==> config.mk <==
export PLATFORM = sky130hd
export DESIGN_NAME = tir_top
export DESIGN_NICKNAME = d
export VERILOG_FILES = /design/src/tir_pkg.sv /design/src/tir_pulse_gen.sv /design/src/tir_top.sv
export SDC_FILE = /design/constraint.sdc
export NUM_CORES = 1
export LEC_CHECK = 0
export ABC_AREA = 1
export ABC_CLOCK_PERIOD_IN_PS = 3100
export BUFFER_PORTS_ARGS = -buffer_cell sky130_fd_sc_hd__buf_4
export CORE_UTILIZATION = 42
export DETAILED_ROUTE_END_ITERATION = 8
export GPL_ROUTABILITY_DRIVEN = 0
export PLACE_DENSITY = 0.63
export SLEW_MARGIN = 15
export SYNTH_ARGS = -nofsm -noshare
export SYNTH_HDL_FRONTEND = slang
export SYNTH_SLANG_ARGS = --single-unit
==> constraint.sdc <==
create_clock -name core_clk_in -period 3.1 [get_ports core_clk_in]
set_clock_uncertainty 0.05 [all_clocks]
set_input_delay 0 -clock core_clk_in [delete_from_list [all_inputs] [get_ports core_clk_in]]
set_output_delay 0 -clock core_clk_in [all_outputs]
set_load 0.05 [all_outputs]
==> src/tir_pkg.sv <==
// Constants, register map and types for the timing input routing block
// Assumes an APB master on core_clk_in and a 100 MHz clock
//
// Summary of operation
// - Ten bidirectional function pins carry timing control
// - Each of 13 signals selects its pin
// - Per-pin driver enable, fixed internal signal out
// - Per-pin polarity; detection set by signal
// - Five output-only pins for remaining signals
// - Digital port line groups set in/out
// - Digital port clock from one selectable source
// - Counter or external clock passes backplane line
// - Separate edge choice for input/output groups
// - Each scan begin gives one conversion pulse
// - Post-trigger mode keeps samples after trigger
// - Pre-trigger mode keeps samples before and after
// - Start trigger edge starts acquisition, both modes
// - Marker ignored until count zero, then reload
// - Trigger outputs 25-50 ns high, off at start
package tir_pkg;
  localparam int         PIN_NUM       = 10;
  localparam int         SIG_NUM       = 13;
  localparam int         DED_NUM       = 5;
  localparam int         DIO_NUM       = 8;
  localparam int         BPL_NUM       = 6;
  // Register byte offsets
  localparam logic [7:0] OFS_CTRL      = 8'h00;
  localparam logic [7:0] OFS_PIN_OE    = 8'h04;
  localparam logic [7:0] OFS_PIN_POL   = 8'h08;
  localparam logic [7:0] OFS_DIO_DIR   = 8'h0c;
  localparam logic [7:0] OFS_DIO_CLK   = 8'h10;
  localparam logic [7:0] OFS_PRE_CNT   = 8'h14;
  localparam logic [7:0] OFS_POST_CNT  = 8'h18;
  localparam logic [7:0] OFS_STATUS    = 8'h1c;
  localparam logic [7:0] OFS_DIO_DATA  = 8'h20;
  localparam logic [7:0] OFS_SEL_BASE  = 8'h40;
  // CTRL fields
  localparam int         CTRL_PRE_BIT  = 0;
  localparam int         CTRL_ARM_BIT  = 1;
  localparam int         CTRL_SWT_BIT  = 2;
  // DIO_CLK fields
  localparam int         CLK_SRC_LSB   = 0;
  localparam int         CLK_BPL_LSB   = 4;
  localparam int         CLK_IEDGE_BIT = 8;
  localparam int         CLK_OEDGE_BIT = 9;
  // Selector code: 0 internal, 1..10 pin index+1
  localparam logic [3:0] SEL_INTERNAL  = 4'h0;
  localparam logic [31:0] RST_ZERO     = 32'h0000_0000;
  localparam logic [15:0] RST_COUNT    = 16'h0000;
  // Timing signal indexes
  localparam int         SIG_START     = 0;
  localparam int         SIG_MARKER    = 1;
  localparam int         SIG_SCAN      = 2;
  localparam int         SIG_CONV      = 3;
  localparam int         SIG_GATE      = 4;
  localparam int         SIG_SICLK     = 5;
  // Level detected signals mask (gate, scan interval clock)
  localparam logic [12:0] LEVEL_MASK   = 13'h0030;
  // Trigger output pulse width
  localparam int         CLK_NS        = 10;
  localparam int         PULSE_MIN_NS  = 25;
  localparam int         PULSE_CYC     = (PULSE_MIN_NS + CLK_NS - 1) / CLK_NS;
  typedef enum logic [2:0] {
    TIR_CLK_SCAN = 3'b000,
    TIR_CLK_AOUT = 3'b001,
    TIR_CLK_CTR0 = 3'b010,
    TIR_CLK_CTR1 = 3'b011,
    TIR_CLK_BPL  = 3'b100,
    TIR_CLK_EXT  = 3'b101
  } tir_clk_src_t;
  typedef enum logic [1:0] {
    TIR_IDLE = 2'b00,
    TIR_PRE  = 2'b01,
    TIR_WAIT = 2'b10,
    TIR_POST = 2'b11
  } tir_state_t;
endpackage

==> src/tir_pulse_gen.sv <==
// Stretches a one-cycle event into a fixed-width high pulse
// Assumes the event is synchronous to core_clk_in
`timescale 1ns/10ps
module tir_pulse_gen (
  input  wire logic core_clk_in,
  input  wire logic rstn_in,
  input  wire logic trig_in,
  output logic      pulse_out
);
  logic [2:0] cnt_ff;
  logic [2:0] nxt_cnt;

  // Reload on event, count down to zero
  assign nxt_cnt = trig_in ? 3'(tir_pkg::PULSE_CYC) : ((cnt_ff != 3'h0) ? cnt_ff - 3'h1 : 3'h0);

  always_ff @(posedge core_clk_in or negedge rstn_in) begin
    if (!rstn_in) begin
      cnt_ff    <= 3'h0;
      pulse_out <= 1'b0;
    end else begin
      cnt_ff    <= nxt_cnt;
      pulse_out <= (nxt_cnt != 3'h0);
    end
  end
endmodule

==> src/tir_top.sv <==
// Timing input routing: function pins, timing signal selection, digital port clock
// Assumes APB master on core_clk_in; pins and backplane lines are asynchronous
`timescale 1ns/10ps
module tir_top (
  input  wire logic        core_clk_in,
  input  wire logic        rstn_in,
  // APB slave
  input  wire logic        psel,
  input  wire logic        penable,
  input  wire logic        pwrite,
  input  wire logic [7:0]  paddr,
  input  wire logic [31:0] pwdata,
  output logic      [31:0] prdata,
  output logic             pready,
  output logic             pslverr,
  // Function pins
  input  wire logic [9:0]  function_pin_in,
  output logic      [9:0]  function_pin_out,
  output logic      [9:0]  function_pin_oe_out,
  // Internal sources and fixed outputs
  input  wire logic [12:0] int_timing_in,
  input  wire logic [4:0]  ded_timing_in,
  output logic      [4:0]  ded_timing_out,
  output logic      [12:0] timing_sig_out,
  // Acquisition
  output logic             scan_begin_pulse_out,
  output logic             convert_pulse_out,
  output logic             sample_keep_out,
  output logic             acq_active_out,
  // Digital port
  input  wire logic        analog_in_scan_begin_in,
  input  wire logic        analog_out_refresh_in,
  input  wire logic [1:0]  general_counter_in,
  input  wire logic        counter_zero_output_in,
  input  wire logic [5:0]  backplane_trigger_lines_in,
  output logic      [5:0]  backplane_trigger_lines_out,
  output logic      [5:0]  backplane_trigger_lines_oe_out,
  input  wire logic [7:0]  digital_port_lines_in,
  output logic      [7:0]  digital_port_lines_out,
  output logic      [7:0]  digital_port_lines_oe_out
);

  ////////////////////////////////////////////////////////////////////////////
  // Registers and synchronisers
  logic [31:0] ctrl_ff, pin_oe_ff, pin_pol_ff, dio_dir_ff, dio_clk_ff, dio_do_ff;
  logic [15:0] pre_cnt_ff, post_cnt_ff, scan_cnt_ff;
  logic [3:0]  sel_ff [13];
  logic [9:0]  pin_s1_ff, pin_s2_ff, pin_d_ff;
  logic [5:0]  bpl_s1_ff, bpl_s2_ff;
  logic [4:0]  ext_s1_ff, ext_s2_ff;   // Scan, refresh, counters, counter zero
  logic [7:0]  dio_s1_ff, dio_s2_ff, dio_di_ff;
  logic        dclk_d_ff, swt_ff;
  tir_pkg::tir_state_t state_ff, nxt_state;

  // Polarity is applied after the synchroniser
  function automatic logic pick(input logic [3:0] sel, input logic [9:0] lvl, input logic intl);
    pick = (sel == tir_pkg::SEL_INTERNAL || sel > 4'd10) ? intl : lvl[sel - 4'h1];
  endfunction

  ////////////////////////////////////////////////////////////////////////////
  // APB decode
  wire         wr_en  = psel & penable & pwrite;
  wire         sel_hit = (paddr >= tir_pkg::OFS_SEL_BASE) && (paddr < tir_pkg::OFS_SEL_BASE + 8'd52);
  wire [7:0]   sel_off = paddr - tir_pkg::OFS_SEL_BASE;
  wire [3:0]   sel_idx = sel_off[5:2];
  wire         map_hit = sel_hit || (paddr <= tir_pkg::OFS_DIO_DATA);
  wire         bad     = (paddr[1:0] != 2'b00) || !map_hit;
  logic [31:0] rd_mux;

  // Read selection
  always_comb begin
    rd_mux = 32'h0000_0000;
    if (sel_hit) rd_mux = {28'h0, sel_ff[sel_idx]};
    else begin
      case (paddr)
        tir_pkg::OFS_CTRL:     rd_mux = ctrl_ff;
        tir_pkg::OFS_PIN_OE:   rd_mux = pin_oe_ff;
        tir_pkg::OFS_PIN_POL:  rd_mux = pin_pol_ff;
        tir_pkg::OFS_DIO_DIR:  rd_mux = dio_dir_ff;
        tir_pkg::OFS_DIO_CLK:  rd_mux = dio_clk_ff;
        tir_pkg::OFS_PRE_CNT:  rd_mux = {16'h0, pre_cnt_ff};
        tir_pkg::OFS_POST_CNT: rd_mux = {16'h0, post_cnt_ff};
        tir_pkg::OFS_STATUS:   rd_mux = {14'h0, scan_cnt_ff, state_ff};
        tir_pkg::OFS_DIO_DATA: rd_mux = {16'h0, dio_di_ff, dio_do_ff[7:0]};
        default:               rd_mux = 32'h0000_0000;
      endcase
    end
  end

  // Register writes; reset selects internal sources, drivers off
  always_ff @(posedge core_clk_in or negedge rstn_in) begin
    if (!rstn_in) begin
      ctrl_ff     <= tir_pkg::RST_ZERO;
      pin_oe_ff   <= tir_pkg::RST_ZERO;
      pin_pol_ff  <= tir_pkg::RST_ZERO;
      dio_dir_ff  <= tir_pkg::RST_ZERO;
      dio_clk_ff  <= tir_pkg::RST_ZERO;
      dio_do_ff   <= tir_pkg::RST_ZERO;
      pre_cnt_ff  <= tir_pkg::RST_COUNT;
      post_cnt_ff <= tir_pkg::RST_COUNT;
      for (int i = 0; i < tir_pkg::SIG_NUM; i++) sel_ff[i] <= tir_pkg::SEL_INTERNAL;
    end else if (wr_en && !bad) begin
      if (sel_hit) sel_ff[sel_idx] <= pwdata[3:0];
      else begin
        case (paddr)
          tir_pkg::OFS_CTRL:     ctrl_ff     <= {29'h0, pwdata[2:0]};
          tir_pkg::OFS_PIN_OE:   pin_oe_ff   <= {22'h0, pwdata[9:0]};
          tir_pkg::OFS_PIN_POL:  pin_pol_ff  <= {22'h0, pwdata[9:0]};
          tir_pkg::OFS_DIO_DIR:  dio_dir_ff  <= {30'h0, pwdata[1:0]};
          tir_pkg::OFS_DIO_CLK:  dio_clk_ff  <= {22'h0, pwdata[9:0]};
          tir_pkg::OFS_PRE_CNT:  pre_cnt_ff  <= pwdata[15:0];
          tir_pkg::OFS_POST_CNT: post_cnt_ff <= pwdata[15:0];
          tir_pkg::OFS_DIO_DATA: dio_do_ff   <= {24'h0, pwdata[7:0]};
          default:               ctrl_ff     <= ctrl_ff;
        endcase
      end
    end
  end

  // Zero-wait APB answer
  always_ff @(posedge core_clk_in or negedge rstn_in) begin
    if (!rstn_in) begin
      prdata  <= 32'h0000_0000;
      pready  <= 1'b0;
      pslverr <= 1'b0;
    end else begin
      pready  <= psel & !penable;
      pslverr <= psel & !penable & bad;
      prdata  <= (psel & !penable & !pwrite & !bad) ? rd_mux : 32'h0000_0000;
    end
  end
  // Note: access phase completes one cycle after setup with pready registered

  ////////////////////////////////////////////////////////////////////////////
  // Pin synchronisers and edge detection
  always_ff @(posedge core_clk_in or negedge rstn_in) begin
    if (!rstn_in) begin
      pin_s1_ff <= 10'h3ff;
      pin_s2_ff <= 10'h3ff;
      pin_d_ff  <= 10'h3ff;  // Pull-up idle level, no edge after reset
      bpl_s1_ff <= 6'h00;
      bpl_s2_ff <= 6'h00;
      ext_s1_ff <= 5'h00;
      ext_s2_ff <= 5'h00;
      dio_s1_ff <= 8'h00;
      dio_s2_ff <= 8'h00;
    end else begin
      pin_s1_ff <= function_pin_in;
      pin_s2_ff <= pin_s1_ff;
      pin_d_ff  <= pin_s2_ff ^ pin_pol_ff[9:0];
      bpl_s1_ff <= backplane_trigger_lines_in;
      bpl_s2_ff <= bpl_s1_ff;
      ext_s1_ff <= {counter_zero_output_in, general_counter_in, analog_out_refresh_in, analog_in_scan_begin_in};
      ext_s2_ff <= ext_s1_ff;
      dio_s1_ff <= digital_port_lines_in;
      dio_s2_ff <= dio_s1_ff;
    end
  end

  wire [9:0]  pin_lvl  = pin_s2_ff ^ pin_pol_ff[9:0];
  wire [9:0]  pin_edge = pin_lvl & ~pin_d_ff;
  logic [12:0] nxt_sig;

  // Per-signal source pick; level or edge by signal type
  always_comb begin
    for (int i = 0; i < tir_pkg::SIG_NUM; i++) begin
      nxt_sig[i] = pick(sel_ff[i], tir_pkg::LEVEL_MASK[i] ? pin_lvl : pin_edge, int_timing_in[i]);
    end
  end

  ////////////////////////////////////////////////////////////////////////////
  // Acquisition sequencer
  wire start_ev  = nxt_sig[tir_pkg::SIG_START] | (ctrl_ff[tir_pkg::CTRL_SWT_BIT] & !swt_ff);
  wire marker_ev = nxt_sig[tir_pkg::SIG_MARKER];
  wire scan_ev   = nxt_sig[tir_pkg::SIG_SCAN] & !nxt_sig[tir_pkg::SIG_GATE] & (state_ff != tir_pkg::TIR_IDLE);
  logic [15:0] nxt_cnt;

  // State and scan counter next values
  always_comb begin
    nxt_state = state_ff;
    nxt_cnt   = scan_cnt_ff;
    case (state_ff)
      tir_pkg::TIR_IDLE: if (start_ev && ctrl_ff[tir_pkg::CTRL_ARM_BIT]) begin
        nxt_state = ctrl_ff[tir_pkg::CTRL_PRE_BIT] ? tir_pkg::TIR_PRE : tir_pkg::TIR_POST;
        nxt_cnt   = ctrl_ff[tir_pkg::CTRL_PRE_BIT] ? pre_cnt_ff : post_cnt_ff;
      end
      tir_pkg::TIR_PRE: if (scan_ev) begin
        if (scan_cnt_ff <= 16'h0001) begin
          nxt_state = tir_pkg::TIR_WAIT;
          nxt_cnt   = post_cnt_ff;
        end else nxt_cnt = scan_cnt_ff - 16'h0001;
      end
      tir_pkg::TIR_WAIT: if (marker_ev) nxt_state = tir_pkg::TIR_POST;
      tir_pkg::TIR_POST: if (scan_ev) begin
        if (scan_cnt_ff <= 16'h0001) nxt_state = tir_pkg::TIR_IDLE;
        nxt_cnt = (scan_cnt_ff == 16'h0000) ? 16'h0000 : scan_cnt_ff - 16'h0001;
      end
      default: nxt_state = tir_pkg::TIR_IDLE;
    endcase
  end

  always_ff @(posedge core_clk_in or negedge rstn_in) begin
    if (!rstn_in) begin
      state_ff             <= tir_pkg::TIR_IDLE;
      scan_cnt_ff          <= tir_pkg::RST_COUNT;
      swt_ff               <= 1'b0;
      timing_sig_out       <= 13'h0000;
      scan_begin_pulse_out <= 1'b0;
      convert_pulse_out    <= 1'b0;
      sample_keep_out      <= 1'b0;
      acq_active_out       <= 1'b0;
    end else begin
      state_ff             <= nxt_state;
      scan_cnt_ff          <= nxt_cnt;
      swt_ff               <= ctrl_ff[tir_pkg::CTRL_SWT_BIT];
      timing_sig_out       <= nxt_sig;
      scan_begin_pulse_out <= scan_ev;
      convert_pulse_out    <= scan_ev;
      // Post mode keeps after trigger; pre mode keeps all scans
      sample_keep_out      <= scan_ev;
      acq_active_out       <= (nxt_state != tir_pkg::TIR_IDLE);
    end
  end

  ////////////////////////////////////////////////////////////////////////////
  // Function pin outputs: fixed signal per pin, start and marker pulsed
  logic        p_start, p_marker;
  tir_pulse_gen u_start_pulse (
    .core_clk_in (core_clk_in),
    .rstn_in     (rstn_in),
    .trig_in     (start_ev & (state_ff == tir_pkg::TIR_IDLE) & ctrl_ff[tir_pkg::CTRL_ARM_BIT]),
    .pulse_out   (p_start)
  );
  tir_pulse_gen u_marker_pulse (
    .core_clk_in (core_clk_in),
    .rstn_in     (rstn_in),
    .trig_in     (marker_ev & (state_ff == tir_pkg::TIR_WAIT)),
    .pulse_out   (p_marker)
  );

  // Outside party keeps off enabled pins; driver and enable registered
  always_ff @(posedge core_clk_in or negedge rstn_in) begin
    if (!rstn_in) begin
      function_pin_out    <= 10'h000;
      function_pin_oe_out <= 10'h000;
      ded_timing_out      <= 5'h00;
    end else begin
      function_pin_out    <= {int_timing_in[9:2], p_marker, p_start};
      function_pin_oe_out <= pin_oe_ff[9:0];
      ded_timing_out      <= ded_timing_in;
    end
  end

  ////////////////////////////////////////////////////////////////////////////
  // Digital port clock select and transfers
  wire [2:0] csrc   = dio_clk_ff[tir_pkg::CLK_SRC_LSB +: 3];
  wire [2:0] bsel   = dio_clk_ff[tir_pkg::CLK_BPL_LSB +: 3];
  wire       bpl_ok = (bsel < 3'd6);
  logic      dclk;

  // Counter and external clocks travel over a backplane line
  always_comb begin
    case (csrc)
      tir_pkg::TIR_CLK_SCAN: dclk = ext_s2_ff[0];
      tir_pkg::TIR_CLK_AOUT: dclk = ext_s2_ff[1];
      tir_pkg::TIR_CLK_BPL,
      tir_pkg::TIR_CLK_CTR0,
      tir_pkg::TIR_CLK_CTR1,
      tir_pkg::TIR_CLK_EXT:  dclk = bpl_ok ? bpl_s2_ff[bsel] : 1'b0;
      default:               dclk = 1'b0;
    endcase
  end

  wire  dclk_rise = dclk & !dclk_d_ff;
  wire  dclk_fall = !dclk & dclk_d_ff;
  wire  di_tick   = dio_clk_ff[tir_pkg::CLK_IEDGE_BIT] ? dclk_fall : dclk_rise;
  wire  do_tick   = dio_clk_ff[tir_pkg::CLK_OEDGE_BIT] ? dclk_fall : dclk_rise;
  logic [5:0] nxt_bpl;
  wire  drive_bpl = bpl_ok & ((csrc == tir_pkg::TIR_CLK_CTR0) | (csrc == tir_pkg::TIR_CLK_CTR1) |
                              (csrc == tir_pkg::TIR_CLK_EXT));
  wire  bpl_src   = (csrc == tir_pkg::TIR_CLK_CTR0) ? ext_s2_ff[2] :
                    (csrc == tir_pkg::TIR_CLK_CTR1) ? ext_s2_ff[3] : ext_s2_ff[4];
  assign nxt_bpl  = drive_bpl ? (6'h01 << bsel) : 6'h00;
  wire [7:0] grp_oe = {{4{dio_dir_ff[1]}}, {4{dio_dir_ff[0]}}};

  always_ff @(posedge core_clk_in or negedge rstn_in) begin
    if (!rstn_in) begin
      dclk_d_ff                      <= 1'b0;
      dio_di_ff                      <= 8'h00;
      digital_port_lines_out         <= 8'h00;
      digital_port_lines_oe_out      <= 8'h00;
      backplane_trigger_lines_out    <= 6'h00;
      backplane_trigger_lines_oe_out <= 6'h00;
    end else begin
      dclk_d_ff                 <= dclk;
      digital_port_lines_oe_out <= grp_oe;
      if (di_tick) dio_di_ff <= dio_s2_ff & ~grp_oe;
      if (do_tick) digital_port_lines_out <= dio_do_ff[7:0] & grp_oe;
      backplane_trigger_lines_out    <= drive_bpl ? ({6{bpl_src}} & nxt_bpl) : 6'h00;
      backplane_trigger_lines_oe_out <= nxt_bpl;
    end
  end
endmodule

## After elaboration in Yosys (flattened, before gate mapping)

Cells that the tools add are included.

| word-level totals | value |
|---|---|
| register bits after elaboration | 330 |
| input bits | 92 |
| RAM bits | 0 |
| bits in latches | 0 |
| memories kept | 0 |
| output and inout port bits | 104 |
| ROM bits | 0 |

| operators by class | value |
|---|---|
| $mul | 0 |
| reductions and logical operators | 63 |
| shift operators | 1 |
| bitwise gates (word level) | 27 |
| add/subtract/negate cells | 17 |
| $lt $le $gt $ge | 34 |
| multiplexer cells | 77 |
| equal/unequal tests | 19 |
| divide/modulo/power cells | 0 |

Operators with widths:

| cell | count |
|---|---|
| 18-bit case mux with 9 select lines | 1 |
| 16-bit 2-to-1 mux | 6 |
| 4-bit by 5-bit less-than comparator with 1-bit output, second input constant | 13 |
| 32-bit 2-to-1 mux | 2 |
| 1-bit binary-select mux with 4-bit select | 13 |
| 52-bit bitwise mux | 1 |
| 4-bit greater-than comparator, second input constant | 13 |
| 4-bit logical NOT | 13 |
| 4-bit by 1-bit subtractor with 4-bit output, second input constant | 13 |
| 16-bit case mux with 3 select lines | 1 |
| 8-bit by 5-bit equality test with 1-bit output, second input constant | 4 |
| 1-bit 2-to-1 mux | 32 |
| 3-bit AND reduction | 8 |
| 8-bit bitwise AND | 2 |
| 4-bit binary-select mux with 4-bit select | 1 |
| 4-bit demux with 4-bit select | 1 |
| 8-bit by 4-bit equality test with 1-bit output, second input constant | 2 |
| 16-bit by 1-bit less-or-equal comparator with 1-bit output, second input constant | 1 |
| 16-bit logical NOT | 1 |
| 16-bit by 1-bit subtractor with 16-bit output, second input constant | 1 |
| 1-bit bitwise AND | 15 |
| 1-bit logical OR | 15 |
| 3-bit nonzero test | 5 |
| 2-bit 2-to-1 mux | 7 |
| other kinds (41) | 67 |

## Longest topological paths before layout

Gate-level depths: netlist of the first run.

| depth | value |
|---|---|
| depth after elaboration | 10 |
| gate-level depth with buffers | 16 |
| depth with buffers taken out | 15 |

## Cells and area by module

Synthesis of the first run repeated with hierarchy kept, for this count alone.

| unflattened totals | value |
|---|---|
| cell total of the unflattened synthesis | 1755 |
| area total of the unflattened synthesis | 15149.5 sq um |

Modules (own cells, without submodules):

| module | cells each | area an instance (sq um) | seq. area each (sq um) | instances |
|---|---|---|---|---|
| tir_top | 1723 | 14849.2 | 7669.9 | 1 |
| tir_pulse_gen | 16 | 150.1 | 100.1 | 2 |

## Least setup slack after synthesis of the first run

OpenSTA, ideal clock, no wires.

| timing | value |
|---|---|
| path type | reg2reg |
| start | reg sel_ff[40] (netlist bit) |
| end | reg scan_cnt_ff[14] |
| setup slack | 1.061 ns |
| cell stages (with the launch flop) | 16 |
| arrival time | 1.924 ns |
| data required time | 2.985 ns |
| cell sequence | dfrtp_1 buf_2 inv_1 ha_1 inv_1 nor2_1 nor2_1 nand4_1 a21oi_1 nand2_1 nand2_2 nand3_2 nand2_2 buf_4 nand2_1 nand2_1 |

| on the way | value |
|---|---|
| cells in the longest elaborated chain, start to end | 8 |
| elaborated cells between the ends (all ways) | 12 |
| classes of those cells | 1 x add/sub; 1 x order compare; 2 x eq/ne; 3 x mux; 2 x bitwise; 3 x reduce/logical |

RTL lines:

| what | line | RTL |
|---|---|---|
| start: declaration | tir_top.sv:47 | `logic [3:0] sel_ff [13];` |
| start signal: indexed assignment | tir_top.sv:103 | `if (sel_hit) sel_ff[sel_idx] <= pwdata[3:0];` |
| 4-bit by 1-bit subtractor with 4-bit output | tir_top.sv:57 | `pick = (sel == tir_pkg::SEL_INTERNAL \|\| sel > 4'd10) ? intl : lvl[sel - 4'h1];` |
| 1-bit binary-select mux with 4-bit select | tir_top.sv:57 |  |
| 1-bit 2-to-1 mux (implied by the code) | tir_top.sv:57 |  |
| 1-bit 2-to-1 mux * | tir_top.sv:57 |  |
| net nxt_sig[2] | tir_top.sv:162 | `logic [12:0] nxt_sig;` |
| 1-bit bitwise AND * (2 in series) | tir_top.sv:175 | `wire scan_ev = nxt_sig[tir_pkg::SIG_SCAN] & !nxt_sig[tir_pkg::SIG_GATE] & (state_ff != tir_pkg::TIR_IDLE);` |
| 2-bit != test (no source line) | - |  |
| 4-bit AND reduction (no source line) * | - |  |
| end signal: assignment | tir_top.sv:205 | `scan_cnt_ff <= tir_pkg::RST_COUNT;` |
| end signal: assignment | tir_top.sv:214 | `scan_cnt_ff <= nxt_cnt;` |
| end: declaration | tir_top.sv:46 | `logic [15:0] pre_cnt_ff, post_cnt_ff, scan_cnt_ff;` |

Mark *: on every way through the listed nets, which the timed path passes. The rest lies on a longest branch. The select of a mux whose other input is x is not followed.
A chain may end at the register's enable or synchronous reset.

## Final worst setup path of the first run

| timing | value |
|---|---|
| start | reg sel_ff[48] (netlist bit) |
| end | reg scan_cnt_ff[6] |

| on the way | value |
|---|---|
| cells in the longest elaborated chain, start to end | 8 |
| elaborated cells between the ends (all ways) | 11 |
| classes of those cells | 1 x add/sub; 1 x order compare; 1 x eq/ne; 3 x mux; 1 x bitwise; 4 x reduce/logical |

RTL lines:

| what | line | RTL |
|---|---|---|
| 4-bit by 1-bit subtractor with 4-bit output | tir_top.sv:57 |  |
| 1-bit binary-select mux with 4-bit select | tir_top.sv:57 |  |
| 1-bit 2-to-1 mux (implied by the code) | tir_top.sv:57 |  |
| 1-bit 2-to-1 mux * | tir_top.sv:57 |  |
| 1-bit OR * | tir_top.sv:173 | `wire start_ev = nxt_sig[tir_pkg::SIG_START] \| (ctrl_ff[tir_pkg::CTRL_SWT_BIT] & !swt_ff);` |
| 1-bit logical AND * | tir_top.sv:183 | `tir_pkg::TIR_IDLE: if (start_ev && ctrl_ff[tir_pkg::CTRL_ARM_BIT]) begin` |
| 2-bit != test (no source line) * | - |  |
| 4-bit AND reduction (no source line) * | - |  |

Every way passes the cells marked *; elsewhere a longest branch is shown, timed or not. The select of a mux whose other input is x is not followed.

==> results of run 1 <==
where the power goes:
part	internal [mW]	leakage, nW	switching [mW]
Sequential	4.30	3.81	0.186
Clock	2.68	0.623	1.76
Combinational	0.632	5.04	1.20
Total	7.61	9.48	3.15
cell usage in the layout, fill, tap and decap left out, types with 4 or more instances in the layout:
| cell | instances |
|---|---|
| nand2_1 | 429 |
| dfrtp_1 | 283 |
| inv_1 | 208 |
| o21ai_0 | 183 |
| buf_4 | 183 |
| nand3_1 | 148 |
| nor2_1 | 108 |
| dlygate4sd3_1 | 74 |
| a21oi_1 | 51 |
| clkbuf_16 | 37 |
| o22ai_1 | 34 |
| ha_1 | 32 |
| xor2_1 | 30 |
| dfstp_2 | 30 |
| nor3_1 | 24 |
| o211ai_1 | 23 |
| a221oi_1 | 18 |
| mux2_2 | 16 |
| conb_1 | 14 |
| nand4_1 | 10 |
| o31ai_1 | 9 |
| clkinv_2 | 9 |
| clkbuf_8 | 9 |
| clkinv_1 | 7 |
| o41ai_1 | 7 |
| xnor2_1 | 6 |
| a31oi_1 | 6 |
| nor2_8 | 6 |
| nand3_2 | 6 |
| nand3b_1 | 5 |
| nand2_2 | 5 |
| o21ai_1 | 5 |
| clkbuf_1 | 5 |
| or2_2 | 4 |
| mux2_4 | 4 |
cell usage after synthesis, types with 2 or more instances:
cell / count / share of area, %
a21oi_1: 51 / 1.7
mux2_4: 4 / 0.39
nor2_1: 108 / 2.6
clkbuf_1: 23 / 0.56
inv_1: 208 / 5.1
buf_1: 2 / 0.049
nand4_1: 10 / 0.41
buf_4: 25 / 1.2
xnor2_1: 6 / 0.34
o21ai_0: 183 / 6.0
buf_2: 13 / 0.42
buf_6: 2 / 0.15
nand3b_1: 5 / 0.24
nor4_1: 3 / 0.12
mux2_2: 16 / 1.2
nand2_4: 2 / 0.15
clkinv_1: 7 / 0.17
xor2_1: 30 / 1.7
a41oi_1: 3 / 0.17
o22ai_1: 34 / 1.4
nor2_4: 3 / 0.22
nand3_4: 2 / 0.23
inv_2: 2 / 0.049
o31ai_1: 9 / 0.44
nand3_1: 148 / 4.8
ha_1: 32 / 2.6
dfrtp_1: 283 / 46
a221oi_1: 18 / 1.0
o211ai_1: 23 / 1.1
nor3_1: 24 / 0.78
nor2_8: 6 / 0.78
o21ai_1: 5 / 0.16
nand2_2: 5 / 0.20
o2111ai_1: 3 / 0.17
nand2_1: 429 / 10
o41ai_1: 7 / 0.40
dfstp_2: 30 / 5.1
a31oi_1: 6 / 0.24
nand3_2: 6 / 0.39
or2_2: 4 / 0.16
worst max-delay path, delay by kind of cell, from the launching register on:
family | cells | cell delay [ps]
simple gates | 10 | 1370
flops | 1 | 480
buf+inv | 2 | 250
fa+ha+maj | 1 | 250
routing by layer:
layer  up-vias  global-route usage, %
met5         -                      0
met4         0                  7.704
met3        76                  4.167
met2       504                  36.86
met1      6511                  33.70
li1       6394                      -
metrics by stage:
| stage | power (mW) | worst slack [ps] | utilization [%] | std cells | cell area, µm² |
|---|---|---|---|---|---|
| 2_1_floorplan | 5.696 | 1061 | - | 1804 | 15440 |
| 3_3_place_gp | 6.262 | 682.9 | 47.70 | 2386 | 17090 |
| 3_5_place_dp | 6.300 | 632.4 | 47.70 | 2386 | 17090 |
| 4_1_cts | 10.83 | 599.2 | 53.28 | 2527 | 19090 |
| 5_1_grt | 11.24 | 300.2 | 53.28 | 2527 | 19090 |
| 6_report | 10.76 | 567.7 | 53.28 | 2527 | 19090 |
state kept, by name, indices dropped and copies added, names as in the netlist, 13 cells and up:
name,count
sel_ff,52
pre_cnt_ff,16
prdata,18
scan_cnt_ff,16
timing_sig_out,13
post_cnt_ff,16
final cells by class:
| class | count | area (µm²) |
|---|---|---|
| Inverter | 219 | 825.8 |
| Clock buffer | 51 | 1069 |
| Tap cell | 461 | 576.8 |
| Timing Repair Buffer | 261 | 2190 |
| Clock inverter | 16 | 187.7 |
| Fill cell | 3300 | 16740 |
| Multi-Input combinational cell | 1206 | 6370 |
| Sequential cell | 313 | 7870 |
cell families after synthesis:
group | share of synthesized area, %
AO/OA/AOI/OAI | 12.83
XOR/XNOR | 2.049
adder cells (fa/ha/maj) | 2.601
buffers and inverters | 7.796
flip-flops | 51.13
multiplexers | 1.561
other | 0.02436
AND/OR/NAND/NOR | 22.01
worst max-delay path by stage:
stage	end	slack, ps	depth (start not counted)
after floorplan	scan_cnt_ff[14]$_DFFE_PN0P_	1060	15
after global placement	scan_cnt_ff[0]$_DFFE_PN0P_	680	12
after detailed placement	scan_cnt_ff[6]$_DFFE_PN0P_	630	12
after CTS	scan_cnt_ff[6]$_DFFE_PN0P_	600	12
after global routing	scan_cnt_ff[6]$_DFFE_PN0P_	300	13
final	scan_cnt_ff[6]$_DFFE_PN0P_	570	13
==> qor.txt, run 1 <==
synthesized area: 15390 µm²
worst hold path type: in -> reg
# resized after CTS: 0
FP Rows: 69
WL met1: 20210 µm
vias in the first global route: 12970
antenna violations before repair: 1
R2R Path Start: sel_ff[48]$_DFFE_PN0P_
Area Overhead vs Synth: 24.02%
worst hold path startpoint: paddr[7]
Main synth FF type: dfrtp_1
fmax: 394.9 MHz
first-pass GRT wire length: 70410 µm
share of cells above drive strength 1: 16.21%
Die Width: 193.4 µm
Global Route Usage Sum: 23.75%
CP Capture Type: register
Die H: 193.4 µm
RSZ-0062 raised after global routing: false
CTS max path bufs: 3
setup violators final: 0
Crit-path slowest cell: dfrtp_1
drt wl/cell: 17.56 µm
hold endpoint: prdata[2]$_DFF_PN0_
Pleak: 9.476 nW
final hold slack: 31.28 ps
Critical R2R Capture: scan_cnt_ff[6]$_DFFE_PN0P_
EDFF count, synth: 0
worst setup path start: sel_ff[48]$_DFFE_PN0P_
met3 routed WL: 3129 µm
via count: 13490
worst skew pair latency: 540 ps
core box area: 35830 µm²
# IOs: 196
Largest stage delay, worst path: 480 ps
# Post-CTS Setup Buffers: 0
initial core utilization: 42.96%
DRC viols: 12
Ys Warns: 0
clk root buf: clkbuf_16
Max Cap Viol: 0
DR iter-0 viols: 1207
cell repeated most along the worst path: nand2_1
max layer used: met4
status: complete, but fails checks
CTS Buf Count: 37
Syn Area/Cell: 8.594 µm²
final wirelength: 44370 µm
CTS tree: done
Num Clock Sinks: 313
critical path peak fanout: 16
Worst Max-Slew Pin Slew: 788.4 ps
vias per cell: 5.336
Reg clk slew, reported paths: 60 ps
CP Launch Type: register
die area: 37420 µm²
Yosys reg bits: 313
Final Hold Viols: 0
max-slew violation count: 0
port bufs: 165
WP data required: 3470 ps
period utilisation layout: 81.69%
iteration count of the initial detailed-routing pass: 9
Tmin final: 2532 ps
sequential element share of the synthesized area: 51.13%
worst hold stages: 6
relative slew slack: 47.44%
total gr overflow: 0
Worst R2R Path Depth: 13
Crit Path Category: reg -> reg
Mapped Cells: 1791
TNS Setup: 0 ps
CP Data Arrival Time: 2900 ps
Hold-fix buffers, CTS: 74
pin count of the biggest net entering global routing: 92
metal2 WL: 19790 µm
n_diodes: 0
pwr dens: 563.6 nW/µm²
Distinct cells, synth: 51
asr flop ratio synth: 100.0%
R2R Setup Slk: 570 ps
cells along the critical path: inv_1 > ha_1 > inv_1 > nor2_1 > nor2_1 > nand3b_1 > nand3_1 > nand2_1 > nand3_1 > nand2_1 > nand2_2 > nand2_1 > nand2_1
H-tree depth: 2
fin nets: 2162
failing checks: design-rule violations
post-detail-place hpwl: 31020 µm
worst-case vdd ir drop: 363.2 µV
Post-DRT Antenna Nets: 0
(Power assumes the default switching activity.)
==> run 2: changes to the inputs <==
- ABC_CLOCK_PERIOD_IN_PS: 3100 -> 2300
- PLACE_DENSITY: 0.63 -> 0.65
- clock period: 3.1 -> 2.3 ns (I/O delays scaled with it)
==> qor.txt, run 2 (same netlist as run 1, synthesis figures left out) <==
worst-case vdd ir drop: 744.7 µV (+110%)
antenna violations before repair: 0 (-1)
Die H: 193.4 µm (unchanged)
pwr dens: 751.1 nW/µm² (+33%)
largest register by flop count: sel_ff
CTS max path bufs: 3 (unchanged)
fin area: 19430 µm² (+1.8%)
R2R Path Start: sel_ff[32]$_DFFE_PN0P_
first-pass GRT wire length: 71030 µm (+0.88%)
Die Width: 193.4 µm (unchanged)
period utilisation layout: 94.91%
WP data required: 2690 ps (-780 ps)
Largest stage delay, worst path: 560 ps (+80 ps)
via count: 13600 (+0.85%)
port bufs: 165 (unchanged)
pin count of the biggest net entering global routing: 96 (+4.3%)
max-slew violation count: 0 (unchanged)
initial core utilization: 42.96% (unchanged)
CP Capture Type: register
setup violators final: 0 (unchanged)
iteration count of the initial detailed-routing pass: 8 (-1)
DRC viols: 13 (+1)
largest registers: sel_ff (52), prdata (18)
worst hold path startpoint: paddr[7]
vias in the first global route: 13000 (+0.27%)
status: complete, but fails checks
CP Launch Type: input port
Tmin final: 2183 ps
Crit Path Category: in -> reg
n_diodes: 0 (unchanged)
die area: 37420 µm² (unchanged)
clk root buf: clkbuf_16
max reg flops: 52 (unchanged)
total gr overflow: 0 (unchanged)
Worst Max-Slew Pin Slew: 774.9 ps (-13.49 ps)
critical path peak fanout: 6 (-10)
H-tree depth: 2 (unchanged)
failing checks: design-rule violations
Max Cap Viol: 0 (unchanged)
cells along the critical path: dlygate4sd3_1 > buf_4 > nand2_1 > inv_1 > nand2_4 > nand3_4 > nand3_2 > nand2_4 > nor4_4 > nand2_1 > dlygate4sd3_1 > nor2_1
Post-DRT Antenna Nets: 0 (unchanged)
core box area: 35830 µm² (unchanged)
FP Rows: 69 (unchanged)
Final Hold Viols: 0 (unchanged)
worst skew pair latency: 530 ps (about the same)
final wirelength: 44450 µm (+0.17%)
Post-DP Area: 17390 µm² (+1.8%)
commonest non-fill, non-tap cell in the layout: nand2_1
Area Overhead vs Synth: 26.25%
post-detail-place hpwl: 31400 µm (+1.2%)
fin nets: 2202 (+1.9%)
Reg clk slew, reported paths: 60 ps (about the same)
Num Clock Sinks: 313 (unchanged)
Crit-path slowest cell: dlygate4sd3_1
most frequent cells in the layout: nand2_1 (423), dfrtp_1 (282), buf_4 (222)
DR iter-0 viols: 1098 (-9.0%)
share of cells above drive strength 1: 18.45% (+2.2 points)
Pleak: 9.653 nW (+1.9%)
# IOs: 196 (unchanged)
Global Route Usage Sum: 23.87% (+0.12 points)
CTS Buf Count: 36 (-2.7%)
worst hold path type: in -> reg
CTS tree: done
drt wl/cell: 17.33 µm (-1.3%)
total power: 14.59 mW (+36%)
relative slew slack: 48.28% (+0.84 points)
fmax: 458.1 MHz
CP Data Arrival Time: 2580 ps (-320 ps)
vias per cell: 5.304 (-0.60%)
worst setup path start: paddr[5]
-- run 2: path summary, 6_finish.rpt --
path | depth (start not counted) | to | slack [ps]
min in group asynchronous | 3 | function_pin_out[8]$_DFF_PN0_ | 80
max in group asynchronous | 3 | bpl_s2_ff[4]$_DFF_PN0_ | 1620
worst max-delay path | 12 | prdata[2]$_DFF_PN0_ | 120
worst min-delay path | 5 | prdata[0]$_DFF_PN0_ | 50
worst max register to register | 11 | scan_cnt_ff[9]$_DFFE_PN0P_ | 190
worst min register to register | 0 | ext_s2_ff[4]$_DFF_PN0_ | 290
-- run 2: per-stage QoR --
step                instances  TNS [ps]  util [%]  setup slack [ps]  hold WS [ps]
finish                   2564         0     54.23             117.2         48.49
global route             2564    -17.49     54.23            -10.43         56.18
CTS                      2564         0     54.08             92.36         25.70
detailed placement       2426         0     48.54             91.57        -99.75
global placement         2426         0     48.54             195.5        -103.6
floorplan                1804         0         -             260.6        -345.6
-- run 2: critical path: cells and delay by family --
| family | cells | cell delay (ps) |
|---|---|---|
| buffers and inverters | 4 | 1380 |
| AND/OR/NAND/NOR | 8 | 1200 |
-- run 2: routing by layer --
layer / global-route usage [%] / vias to the layer above / part of all wire, %
li1: - / 6448 / -
met1: 34.09 / 6439 / 45
met2: 37.01 / 614 / 44
met3: 3.469 / 99 / 7.9
met4: 8.504 / 0 / 3.4
met5: 0 / - / 0
-- run 2: final cells by class --
cell class | instances | area [µm²]
fillers | 3206 | 16400
flip-flops and latches | 313 | 7871
multi-input cells | 1206 | 6412
repair buffers | 302 | 2521
clock buffers | 47 | 1013
inverters | 219 | 833.3
well taps | 461 | 576.8
clock inverters | 16 | 202.7
-- run 2: where the power goes --
| part | leakage [nW] | switching [mW] | internal, mW |
|---|---|---|---|
| Combinational | 5.25 | 1.65 | 0.980 |
| Clock | 0.592 | 2.34 | 3.57 |
| Sequential | 3.81 | 0.258 | 5.80 |
-- run 2: what timing repair did --
action                                  4_1_cts  5_1_grt
resized for setup                             0       20
endpoints found under the setup margin        0       39
endpoints found under the hold margin       424        0
setup buffers                                 0        0
hold buffers                                 75        0
